### src/shared/scs_pkg.sv
package scs_pkg;
   // -----------------------------
   // register map (byte addresses)
   // -----------------------------
   localparam logic [11:0] ADDR_FUSE = 12'h000;
   localparam logic [11:0] ADDR_FAST_TRIM = 12'h004;
   localparam logic [11:0] ADDR_LP_TRIM = 12'h008;
   localparam logic [11:0] ADDR_TEMP_A = 12'h00c;
   localparam logic [11:0] ADDR_TEMP_B = 12'h010;
   localparam logic [11:0] ADDR_STATUS = 12'h014;
   localparam logic [11:0] ADDR_WAKE = 12'h018;
   // -----------------------------
   // field positions in fuse word
   // -----------------------------
   localparam int FUSE_SRC_LSB = 0;
   localparam int FUSE_SUT_BIT = 4;
   localparam int FUSE_LPF_LSB = 5;
   localparam int FUSE_DIV8_BIT = 8;
   // -----------------------------
   // clock source codes
   // -----------------------------
   localparam logic [3:0] SRC_EXT = 4'h0;
   localparam logic [3:0] SRC_FAST = 4'h2;
   localparam logic [3:0] SRC_LP = 4'h4;
   localparam logic [3:0] SRC_LFXT = 4'h6;
   // shipped fuse values: fast osc, sut 0 (programmed), lp 32 khz, div8 programmed
   localparam logic [3:0] SHIP_SRC = 4'h2;
   localparam logic SHIP_SUT = 1'b0;
   localparam logic [2:0] SHIP_LPF = 3'h7;
   localparam logic SHIP_DIV8 = 1'b0;
   localparam logic [2:0] SHIP_PRESCALE_LOG2 = 3'h3;
   localparam logic [7:0] TRIM_RESET = 8'h00;
   // -----------------------------
   // timing
   // -----------------------------
   localparam int CLK_HZ = 50_000_000;
   localparam int RESET_DELAY_MS = 16;
   localparam int RESET_DELAY_CYC = CLK_HZ / 1000 * RESET_DELAY_MS;
   localparam int LP_HZ = 32_000;
   localparam int RESET_DELAY_LP = LP_HZ / 1000 * RESET_DELAY_MS;
   localparam int RESET_EXTRA_CK = 14;
   localparam int WAKE_SHORT_CK = 6;
   localparam int WAKE_258_CK = 258;
   localparam int WAKE_1K_CK = 1024;
   localparam int WAKE_16K_CK = 16384;
   localparam int WAKE_32K_CK = 32768;
   // output routing of oscillator enables
   typedef enum logic [2:0] {
      SCS_OSC_NONE = 3'h0,
      SCS_OSC_EXT = 3'h1,
      SCS_OSC_FAST = 3'h2,
      SCS_OSC_LP = 3'h3,
      SCS_OSC_LFXT = 3'h4,
      SCS_OSC_XTAL = 3'h5
   } scs_osc_e;
endpackage

### src/hdl/scs_delay.sv
`timescale 1ns/1ns
`default_nettype none
module scs_delay #(
   parameter int CW = 16
) (
   input wire logic CLOCK,
   input wire logic ARST_N,
   input wire logic START,
   input wire logic TICK,
   input wire logic [CW-1:0] COUNT,
   output logic DONE
);
   logic [CW-1:0] cnt_q;
   logic run_q;
   logic done_q;
   wire last = (cnt_q <= CW'(1));
   always_ff @(posedge CLOCK or negedge ARST_N) begin
      if (!ARST_N) begin
         cnt_q <= '0;
         run_q <= 1'b0;
         done_q <= 1'b0;
      end else if (START) begin
         cnt_q <= COUNT;
         run_q <= 1'b1;
         done_q <= 1'b0;
      end else if (run_q && TICK) begin
         cnt_q <= cnt_q - CW'(1);
         run_q <= !last;
         done_q <= last;
      end else begin
         done_q <= 1'b0;
      end
   end
   assign DONE = done_q;
endmodule
`default_nettype wire

### src/hdl/scs_top.sv
// Our own choices: the AHB-Lite register port and the address map.
`timescale 1ns/1ns
`default_nettype none
// Function
// - decode codes 0000/0010/0100/0110 to sources
// - top bit set selects crystal, range bits; odd code with start-up fuse set selects none
// - fuse one unprogrammed, zero programmed
// - fuse bits readable, writes ignored
// - wake delay counted on selected clock
// - reset adds 32 kHz timed delay
// - reset loads fast oscillator factory trim
// - fast trim writable anytime, retunes oscillator
// - reset loads low-power oscillator factory trim
// - low-power frequency code select, reserved codes
// - watchdog timing from 32 kHz low-power
// - fast oscillator clocks watchdog only when it is the selected clock
// - two temperature trim registers
// - start-up time fuse picks delay
// - large steps only through prescaler
// - shipped default fast osc, div eight
module scs_top
   import scs_pkg::*;
#(
   parameter int RESET_DELAY = scs_pkg::RESET_DELAY_LP,
   parameter logic [7:0] FAST_FACTORY_TRIM = 8'h80,
   parameter logic [7:0] LP_FACTORY_TRIM = 8'h80
) (
   input wire logic CLOCK,
   input wire logic ARST_N,
   input wire logic [3:0] CLK_SRC_SEL,
   input wire logic STARTUP_TIME_SEL,
   input wire logic [2:0] LOWPOWER_OSC_FREQ_BITS,
   input wire logic CLK_DIV_BY_EIGHT,
   input wire logic SEL_CLK_TICK,
   input wire logic LP32_TICK,
   input wire logic WAKE_REQ,
   input wire logic HSEL,
   input wire logic [31:0] HADDR,
   input wire logic [1:0] HTRANS,
   input wire logic HWRITE,
   input wire logic [2:0] HSIZE,
   input wire logic [31:0] HWDATA,
   input wire logic HREADY,
   output logic [31:0] HRDATA,
   output logic HREADYOUT,
   output logic HRESP,
   output scs_pkg::scs_osc_e OSC_EN,
   output logic [1:0] XTAL_RANGE,
   output logic [2:0] LP_FREQ_LOG2,
   output logic WDT_CLK_FAST,
   output logic [2:0] PRESCALE_LOG2,
   output logic [7:0] FAST_OSC_TRIM,
   output logic [7:0] LP_OSC_TRIM,
   output logic [7:0] FAST_TEMP_A,
   output logic [7:0] FAST_TEMP_B,
   output logic CPU_RUN
);
   import scs_pkg::*;
   initial begin
      if (RESET_DELAY < 1 || RESET_DELAY > 1_000_000_000) begin
         $error("scs_top: reset delay out of range");
      end
   end
   // -----------------------------
   // fuse sync and decode
   // -----------------------------
   logic [8:0] fz1_q;
   logic [8:0] fz2_q;
   logic [1:0] ws_q;
   always_ff @(posedge CLOCK or negedge ARST_N) begin
      if (!ARST_N) begin
         fz1_q <= {SHIP_DIV8, SHIP_LPF, SHIP_SUT, SHIP_SRC};
         fz2_q <= {SHIP_DIV8, SHIP_LPF, SHIP_SUT, SHIP_SRC};
         ws_q <= 2'h0;
      end else begin
         fz1_q <= {CLK_DIV_BY_EIGHT, LOWPOWER_OSC_FREQ_BITS, STARTUP_TIME_SEL, CLK_SRC_SEL};
         fz2_q <= fz1_q;
         ws_q <= {ws_q[0], WAKE_REQ};
      end
   end
   // fuse word latched once the synchroniser holds pin levels
   logic [8:0] fuse_q;
   logic fuse_ld_q;
   logic [1:0] fuse_wait_q;
   wire fuse_ready = (fuse_wait_q == 2'h2);
   always_ff @(posedge CLOCK or negedge ARST_N) begin
      if (!ARST_N) begin
         fuse_q <= {SHIP_DIV8, SHIP_LPF, SHIP_SUT, SHIP_SRC};
         fuse_ld_q <= 1'b0;
         fuse_wait_q <= 2'h0;
      end else if (!fuse_ld_q) begin
         fuse_wait_q <= fuse_wait_q + 2'h1;
         if (fuse_ready) begin
            fuse_q <= fz2_q;
            fuse_ld_q <= 1'b1;
         end
      end
   end
   wire [3:0] src = fuse_q[FUSE_SRC_LSB +: 4];
   wire startup_time_sel = fuse_q[FUSE_SUT_BIT];
   wire [2:0] lpf = fuse_q[FUSE_LPF_LSB +: 3];
   wire div8_on = !fuse_q[FUSE_DIV8_BIT];
   function automatic scs_osc_e src_decode(input logic [3:0] s, input logic t, input logic [2:0] f);
      scs_osc_e r;
      r = SCS_OSC_NONE;
      if (s[3]) begin
         r = (s[0] && t) ? SCS_OSC_NONE : SCS_OSC_XTAL;
      end else if (s == SRC_EXT && !t) begin
         r = SCS_OSC_EXT;
      end else if (s == SRC_FAST && !t) begin
         r = SCS_OSC_FAST;
      end else if (s == SRC_LP && !t && f >= 3'h3) begin
         r = SCS_OSC_LP;
      end else if (s == SRC_LFXT) begin
         r = SCS_OSC_LFXT;
      end
      return r;
   endfunction
   scs_osc_e osc_sel;
   assign osc_sel = src_decode(src, startup_time_sel, lpf);
   wire src_valid = (osc_sel != SCS_OSC_NONE);
   assign XTAL_RANGE = src[3] ? src[2:1] : 2'h0;
   assign OSC_EN = fuse_ld_q ? osc_sel : SCS_OSC_NONE;
   // 111 = 32 khz ... 011 = 512 khz
   assign LP_FREQ_LOG2 = (osc_sel == SCS_OSC_LP) ? 3'(3'h7 - lpf) : 3'h0;
   // watchdog from fast osc only when it is the clock
   assign WDT_CLK_FAST = (osc_sel == SCS_OSC_FAST);
   assign PRESCALE_LOG2 = div8_on ? SHIP_PRESCALE_LOG2 : 3'h0;
   // -----------------------------
   // start-up sequencing
   // -----------------------------
   typedef enum logic [1:0] {
      ST_LOAD = 2'b00,
      ST_RST = 2'b01,
      ST_RUN = 2'b11,
      ST_WAKE = 2'b10
   } scs_state_e;
   scs_state_e st_q;
   scs_state_e st_d;
   // wake length from the start-up fuse
   logic [15:0] wake_cnt;
   always_comb begin
      wake_cnt = 16'(WAKE_SHORT_CK);
      if (osc_sel == SCS_OSC_LFXT) begin
         wake_cnt = startup_time_sel ? 16'(WAKE_32K_CK) : 16'(WAKE_1K_CK);
      end else if (osc_sel == SCS_OSC_XTAL) begin
         if (src[0]) begin
            wake_cnt = 16'(WAKE_16K_CK);
         end else begin
            wake_cnt = startup_time_sel ? 16'(WAKE_1K_CK) : 16'(WAKE_258_CK);
         end
      end
   end
   logic wake_seen_q;
   wire wake_rise = ws_q[1] && !wake_seen_q;
   wire rst_start = (st_q == ST_LOAD) && fuse_ld_q && src_valid;
   wire wake_start = (st_q == ST_RUN) && wake_rise;
   wire rst_done;
   wire wake_done;
   // reset delay on the 32 khz tick
   scs_delay #(.CW(32)) u_rst_delay (
      .CLOCK(CLOCK),
      .ARST_N(ARST_N),
      .START(rst_start),
      .TICK(LP32_TICK),
      .COUNT(32'(RESET_DELAY + RESET_EXTRA_CK)),
      .DONE(rst_done)
   );
   // wake delay on the selected clock
   scs_delay #(.CW(16)) u_wake_delay (
      .CLOCK(CLOCK),
      .ARST_N(ARST_N),
      .START(wake_start),
      .TICK(SEL_CLK_TICK),
      .COUNT(wake_cnt),
      .DONE(wake_done)
   );
   always_comb begin
      st_d = st_q;
      case (st_q)
         ST_LOAD: st_d = rst_start ? ST_RST : ST_LOAD;
         ST_RST: st_d = rst_done ? ST_RUN : ST_RST;
         ST_RUN: st_d = wake_start ? ST_WAKE : ST_RUN;
         ST_WAKE: st_d = wake_done ? ST_RUN : ST_WAKE;
         default: st_d = ST_LOAD;
      endcase
   end
   always_ff @(posedge CLOCK or negedge ARST_N) begin
      if (!ARST_N) begin
         st_q <= ST_LOAD;
         wake_seen_q <= 1'b0;
      end else begin
         st_q <= st_d;
         wake_seen_q <= ws_q[1];
      end
   end
   assign CPU_RUN = (st_q == ST_RUN);
   // -----------------------------
   // ahb-lite slave
   // -----------------------------
   logic [11:0] a_q;
   logic wr_q;
   logic act_q;
   logic [7:0] ftrim_q;
   logic [7:0] ltrim_q;
   logic [7:0] ta_q;
   logic [7:0] tb_q;
   logic trim_ld_q;
   wire take = HSEL && HREADY && HTRANS[1];
   wire wr_ph = act_q && wr_q;
   always_ff @(posedge CLOCK or negedge ARST_N) begin
      if (!ARST_N) begin
         a_q <= 12'h000;
         wr_q <= 1'b0;
         act_q <= 1'b0;
      end else begin
         a_q <= HADDR[11:0];
         wr_q <= HWRITE;
         act_q <= take;
      end
   end
   // factory trims loaded at reset exit, writable
   always_ff @(posedge CLOCK or negedge ARST_N) begin
      if (!ARST_N) begin
         ftrim_q <= TRIM_RESET;
         ltrim_q <= TRIM_RESET;
         ta_q <= TRIM_RESET;
         tb_q <= TRIM_RESET;
         trim_ld_q <= 1'b0;
      end else if (!trim_ld_q) begin
         ftrim_q <= FAST_FACTORY_TRIM;
         ltrim_q <= LP_FACTORY_TRIM;
         trim_ld_q <= 1'b1;
      end else if (wr_ph) begin
         if (a_q == ADDR_FAST_TRIM) ftrim_q <= HWDATA[7:0];
         if (a_q == ADDR_LP_TRIM) ltrim_q <= HWDATA[7:0];
         if (a_q == ADDR_TEMP_A) ta_q <= HWDATA[7:0];
         if (a_q == ADDR_TEMP_B) tb_q <= HWDATA[7:0];
      end
   end
   // fuse word has no write path
   logic [31:0] rd_mux;
   always_comb begin
      case (a_q)
         ADDR_FUSE: rd_mux = {23'h0, fuse_q};
         ADDR_FAST_TRIM: rd_mux = {24'h0, ftrim_q};
         ADDR_LP_TRIM: rd_mux = {24'h0, ltrim_q};
         ADDR_TEMP_A: rd_mux = {24'h0, ta_q};
         ADDR_TEMP_B: rd_mux = {24'h0, tb_q};
         ADDR_STATUS: rd_mux = {26'h0, st_q, 1'b0, src_valid, osc_sel[2:1]};
         ADDR_WAKE: rd_mux = {16'h0, wake_cnt};
         default: rd_mux = 32'h0;
      endcase
   end
   logic [31:0] rdata_q;
   always_ff @(posedge CLOCK or negedge ARST_N) begin
      if (!ARST_N) begin
         rdata_q <= 32'h0;
      end else begin
         rdata_q <= rd_mux;
      end
   end
   assign HRDATA = act_q && !wr_q ? rd_mux : rdata_q;
   assign HREADYOUT = 1'b1;
   assign HRESP = 1'b0;
   assign FAST_OSC_TRIM = ftrim_q;
   assign LP_OSC_TRIM = ltrim_q;
   assign FAST_TEMP_A = ta_q;
   assign FAST_TEMP_B = tb_q;
   // -----------------------------
   // checks
   // -----------------------------
   // no oscillator for a reserved code
   a_inval_none: assert property (@(posedge CLOCK) disable iff (!ARST_N)
      (src == 4'h1 || src == 4'h3) |-> OSC_EN == SCS_OSC_NONE)
      else $error("reserved code enabled an oscillator");
   a_xtal_range: assert property (@(posedge CLOCK) disable iff (!ARST_N)
      (osc_sel == SCS_OSC_XTAL) |-> XTAL_RANGE == src[2:1])
      else $error("crystal range wrong");
   a_fuse_fixed: assert property (@(posedge CLOCK) disable iff (!ARST_N)
      fuse_ld_q && $past(fuse_ld_q) |-> $stable(fuse_q))
      else $error("fuse word changed");
   a_trim_write: assert property (@(posedge CLOCK) disable iff (!ARST_N)
      trim_ld_q && wr_ph && a_q == ADDR_FAST_TRIM |=> FAST_OSC_TRIM == $past(HWDATA[7:0]))
      else $error("fast trim not written");
   a_trim_load: assert property (@(posedge CLOCK) disable iff (!ARST_N)
      $rose(trim_ld_q) |-> FAST_OSC_TRIM == FAST_FACTORY_TRIM && LP_OSC_TRIM == LP_FACTORY_TRIM)
      else $error("factory trims not loaded");
   a_rst_hold: assert property (@(posedge CLOCK) disable iff (!ARST_N)
      rst_start |=> !CPU_RUN [*8])
      else $error("cpu ran during reset delay");
   a_wake_hold: assert property (@(posedge CLOCK) disable iff (!ARST_N)
      wake_start |=> !CPU_RUN [*6])
      else $error("cpu ran during wake delay");
   a_lp_freq: assert property (@(posedge CLOCK) disable iff (!ARST_N)
      osc_sel == SCS_OSC_LP && lpf == 3'h7 |-> LP_FREQ_LOG2 == 3'h0)
      else $error("low-power frequency wrong");
   c_wake: cover property (@(posedge CLOCK) disable iff (!ARST_N) wake_done);
   c_run: cover property (@(posedge CLOCK) disable iff (!ARST_N) $rose(CPU_RUN));
   c_trim: cover property (@(posedge CLOCK) disable iff (!ARST_N) wr_ph);
endmodule
`default_nettype wire

### config.mk
export PLATFORM = sky130hd
export DESIGN_NAME = scs_top
export DESIGN_NICKNAME = d
export VERILOG_FILES = /design/src/shared/scs_pkg.sv /design/src/hdl/scs_delay.sv /design/src/hdl/scs_top.sv
export SDC_FILE = /design/constraint.sdc
export NUM_CORES = 1
export LEC_CHECK = 0
export ABC_AREA = 1
export BUFFER_PORTS_ARGS = -buffer_cell sky130_fd_sc_hd__buf_2
export CAP_MARGIN = 20
export CORE_MARGIN = 4
export CORE_UTILIZATION = 40
export DETAILED_ROUTE_END_ITERATION = 16
export GPL_TIMING_DRIVEN = 0
export PLACE_DENSITY = 0.66
export SLEW_MARGIN = 30
export SYNTH_ARGS = -nofsm -noshare
export SYNTH_HDL_FRONTEND = slang
export SYNTH_SLANG_ARGS = --single-unit
### constraint.sdc
create_clock -name CLOCK -period 2.7 [get_ports CLOCK]
set_input_delay 0.135 -clock CLOCK [delete_from_list [all_inputs] [get_ports CLOCK]]
set_output_delay 0.135 -clock CLOCK [all_outputs]
set_load 0.03 [all_outputs]
# Word level (Yosys, flattened, before mapping)
# Index checks and enable logic that the tools add are counted.
# op_classes
n_addsub	4
magnitude_cmp	3
eq_ne	20
mux	42
n_bitwise	1
n_reduce_logical	31
# ops
operator	n
one-hot mux 16 bit (7 select lines)	1
two-way mux 32 bit	3
two-way mux 16 bit	4
two-way mux 8 bit	6
equality test 12 x 5 -> 1 bit, second input constant	3
less-or-equal comparator 32 x 1 -> 1 bit, second input constant	1
subtractor 32 x 1 -> 32 bit, second input constant	1
two-way mux 15 bit	2
equality test 12 x 4 -> 1 bit, second input constant	2
two-way mux 3 bit	8
less-or-equal comparator 16 x 1 -> 1 bit, second input constant	1
subtractor 16 x 1 -> 16 bit, second input constant	1
logical AND 1 bit	15
two-way mux 1 bit	13
equality test 12 x 3 -> 1 bit, second input constant	1
zero test 12 bit	1
two-way mux 11 bit	1
equality test 4 x 3 -> 1 bit, second input constant	2
one-hot mux 2 bit (4 select lines)	1
equality test 2 bit, second input constant	3
equality test 3 x 2 -> 1 bit, second input constant	2
equality test 3 bit, second input constant	2
two-way mux 2 bit	3
!= test 2 x 1 -> 1 bit, second input constant	3
other kinds (13)	21
# totals
regBits	166
output_inout_bits	79

# Longest topological paths before layout
# logic_depth
depth_word	12
ltp_mapped	11
ltp_nobuf	11

# Modules after synthesis
# Synthesis repeated with hierarchy kept, for this count alone.
# hier_totals
hier_cells	1084
area_unflattened_um2	8314.2
# modules_own_cells
mod	n_inst	cells_each	area_each_um2
scs_top	1	521	4545.6
scs_delay (u_rst_delay)	1	386	2532.4
scs_delay (u_wake_delay)	1	177	1236.2

# Worst setup path before layout
# OpenSTA, ideal clock, no wires.
# synth_path
path_type	register to output
start	register fuse_q[1]
end	output HRDATA[15]
t_arrival_ns	1.890
setup_slack_ns	0.675
stages_incl_launch_ff	7
path_cell_list	dfstp_2 -> inv_1 -> nor3_4 -> inv_1 -> nor2_1 -> inv_1 -> o31ai_1
# synth_between
elab_chain_cells	11
# synth_rtl
element	line	rtl
start: declaration	scs_top.sv:82	logic [8:0] fuse_q;
start signal: assignment	scs_top.sv:88	fuse_q <= {SHIP_DIV8, SHIP_LPF, SHIP_SUT, SHIP_SRC};
start signal: assignment	scs_top.sv:94	fuse_q <= fz2_q;
equality test 4 x 3 -> 1 bit	scs_top.sv:112	end else if (s == SRC_LP && !t && f >= 3'h3) begin
logical AND 1 bit (2 in series)	scs_top.sv:112	
two-way mux 3 bit	scs_top.sv:112	
two-way mux 3 bit	scs_top.sv:110	end else if (s == SRC_FAST && !t) begin
two-way mux 3 bit *	scs_top.sv:108	end else if (s == SRC_EXT && !t) begin
two-way mux 3 bit *	scs_top.sv:106	if (s[3]) begin
equality test 3 bit *	scs_top.sv:144	if (osc_sel == SCS_OSC_LFXT) begin
two-way mux 16 bit *	scs_top.sv:144	
one-hot mux 16 bit (7 select lines) *	scs_top.sv:244	case (a_q)
two-way mux 32 bit *	scs_top.sv:263	assign HRDATA = act_q && !wr_q ? rd_mux : rdata_q;
end: declaration	scs_top.sv:44	output logic [31:0] HRDATA,
# Mark *: on every way between the ends. The rest lies on a longest branch, timed or not.

# Worst setup path in the final report
# layout_path
start	register a_q[11]
end	output HRDATA[0]
# layout_between
elab_chain_cells	3
# layout_rtl
element	line	rtl
start: declaration	scs_top.sv:201	logic [11:0] a_q;
start signal: assignment	scs_top.sv:217	a_q <= HADDR[11:0];
equality test 12 x 5 -> 1 bit (tied with other cells)	scs_top.sv:244	
one-hot mux 16 bit (7 select lines) *	scs_top.sv:244	
two-way mux 32 bit *	scs_top.sv:263	
# Marked as above.

==> impl_metrics.toml <==
[run_status]
outcome = "finished clean"

[timing]
period_share = 0.919
clock_skew_ns = 0.0103
fmaxAchievable_mhz = 403
period_minus_slack_ns = 2.48
relSlewSlack = 0.650
rsz0062_at_grt = "false"
hold_viol = 0
setup_viol = 0
slew_viol_final = 0
tightest_slew_ns = 0.525

[job]
maxCapViolCount = 0

[layout]
fin_area_sq_um = 9250
utilization = 0.510
fill_cells = 1728
nNetsFinal = 1151
drive_gt1_frac = 0.227
area_growth_pct = 23.9
stdcell_count = 1302
antenna_cells = 0

[min_path]
min_to = "LP_OSC_TRIM[1]"
min_from = "HWDATA[1]"
whs_path_depth = 3
hold_path.class = "primary input to flip-flop"

[clocking]
tritoncts = "yes"
htree_levels = 4
clock_sinks = 146
cts_root_buffer = "clkbuf_16"
clock_latency_ns = 0.43
path_clk_slew_ns = 0.07
clk_path_buf_depth = 2
cts_made_buffers = 17
cts_setup_buffers = 0

[power]
ir_worst_vdd_mv = 0.469
p_per_area_nw_per_um2 = 729
finalPower_w = 0.00675
p_leak_nw = 4.84

[worst_setup_path]
worst_setup_path_start_kind = "flip-flop"
r2r_slack_ns = 0.78
cp.arrival_ns = 2.35
required_ns = 2.57
cp-end-kind = "primary output"
reg2reg_to = "u_rst_delay.cnt_q[24]"
critical_path_class = "flip-flop to primary output"
critPathMaxFanout = 10
rr_startpoint = "u_rst_delay.cnt_q[0]"
r2r_cells = 10

[synth]
synth-main-ff-cell = "dfrtp_1"
ys_types = 48
netlist_area_sq_um = 7470
avgSynthCellArea_sq_um = 8.38
synth_seq_area_share = 0.491
postSynthCellCount = 891
ys_seq_elements = 146
synth.most_common_cell = "nand2_1"
synthArstFlopShare = 1.00
synth_top_area_cell = "dfrtp_1"
synth_top_area_share = 0.449
synth_area_leaders = "dfrtp_1, nand2_1, nor2_1, inv_1, dfstp_2"
synth_edf_count = 0
yosys_warnings = 0
yosys-top-cells-count = "nand2_1, dfrtp_1, nor2_1"

[grt]
grt_start_max_net_pins = 56
first_global_vias = 6159
grt.total_usage = 0.191
grt_pass1_wl_um = 31300
overflow = 0
grt_antenna_before_repair = 0

[drt]
drcViolationCount = 0
first_iter_violations = 457
wl_per_cell_um = 14.6
wirelength_um = 19000
drtPass1Iterations = 5
vias = 6333
antenna_left = 0
viasPerCell = 4.86

[placed_design]
io_buffer_count = 93
dp_cells = 1237
post-dp-hpwl_um = 14100
gp_congestion = 0.915
placed_area_sq_um = 8370

[floorplanning]
die_area_sq_um = 20900
die_y_um = 145
io_pins = 165
start_util = 0.412
coreArea_sq_um = 18100
fp.dieW_um = 145
rows = 49
where the power goes:
part	internal (W)	leakage [nW]	switching, W
registers	0.00248	1.74	0.000255
clock network	0.00120	0.261	0.00103
logic	0.000624	2.84	0.00116
total	0.00431	4.84	0.00244
timing repair:
item	4_1_cts	5_1_grt
hold endpoints to repair	179	0
endpoints found under the setup margin	0	2
hold buffers	33	0
gates resized for setup	0	1
cell type report:
| class | count | area, sq um | area share |
|---|---|---|---|
| inverters | 117 | 444 | 0.0480 |
| repair buffers | 128 | 861 | 0.0930 |
| clock inverters | 15 | 128 | 0.0138 |
| plain buffers | 39 | 304 | 0.0329 |
| well taps | 229 | 287 | 0.0310 |
| multi-input cells | 611 | 3140 | 0.339 |
| clock buffers | 17 | 425 | 0.0460 |
| flip-flops and latches | 146 | 3670 | 0.396 |
per-stage QoR:
stage | setup slack [ns] | TNS [ns] | hold WS (ns)
2_1_floorplan | 0.675 | 0 | -0.161
3_3_place_gp | -0.638 | -83.94 | 0.242
3_5_place_dp | 0.632 | 0 | 0.0555
4_1_cts | 0.159 | 0 | 0.00349
5_1_grt | 0.00867 | 0 | 0.0230
6_report | 0.219 | 0 | 0.0163
worst max-delay path by stage:
stage / start / to / depth (start not counted)
after global placement: ARST_N / u_rst_delay.cnt_q[17] / 1
after CTS: a_q[11] / HRDATA[0] / 11
after global routing: a_q[0] / HRDATA[0] / 12
final: a_q[11] / HRDATA[0] / 11
after floorplan: fuse_q[1] / HRDATA[15] / 6
after detailed placement: a_q[11] / HRDATA[0] / 11
worst max-delay path, cell delays in order, from the launching register on:
cell and delay, ns:
dfrtp_1 0.36, nor2_1 0.14, nand3_2 0.17, inv_2 0.14, buf_4 0.18, nand2_1 0.20, o22ai_1 0.26, nor2_1 0.06
nand2_1 0.06, nand2_1 0.05, nand2_1 0.10, buf_2 0.21
per-layer routing:
metal  vias to the layer above  track usage  routed length (um)
met5                         -            0                   0
met4                         0       0.0736                 404
met3                        33       0.0394                1070
met2                       210        0.282                8300
met1                      2944        0.277                9180
li1                       3146            -                   -
kinds of logic (layout without fill, tap and decap cells):
| kind of cell | Yosys count | count (layout) | share of synthesized area |
|---|---|---|---|
| compound gates | 129 | 129 | 0.103 |
| xor+xnor | 26 | 26 | 0.0305 |
| fa+ha+maj | 5 | 5 | 0.00837 |
| buf+inv | 156 | 316 | 0.100 |
| flops | 146 | 146 | 0.491 |
| mux | 2 | 2 | 0.00285 |
| other cells | 2 | 24 | 0.00101 |
| simple gates | 425 | 425 | 0.263 |
sequential cells by signal (all words and copies together) (netlist names), 2 cells and up:
signal              cells
FAST_TEMP_B             8
FAST_TEMP_A             8
ws_q                    2
FAST_OSC_TRIM           8
fz2_q                   9
fuse_wait_q             2
LP_OSC_TRIM             8
rdata_q                12
fuse_q                  9
u_rst_delay.cnt_q      32
a_q                    12
u_wake_delay.cnt_q     16
st_q                    2
fz1_q                   9
layout by cell type (no fill, tap or decap), drive strengths merged, types with 4 or more instances in the layout:
master	n
nand2	183
nor2	158
dfrtp	134
buf	132
inv	123
o21ai	62
nand3	44
dlygate4sd3	33
a21oi	27
conb	24
nor3	23
o22ai	21
clkbuf	19
xor2	16
dfstp	12
xnor2	10
nand4	8
ha	5
clkinv	5
o211ai	4
and3	4
o221ai	4
clkinvlp	4
(Power assumes the default switching activity.)
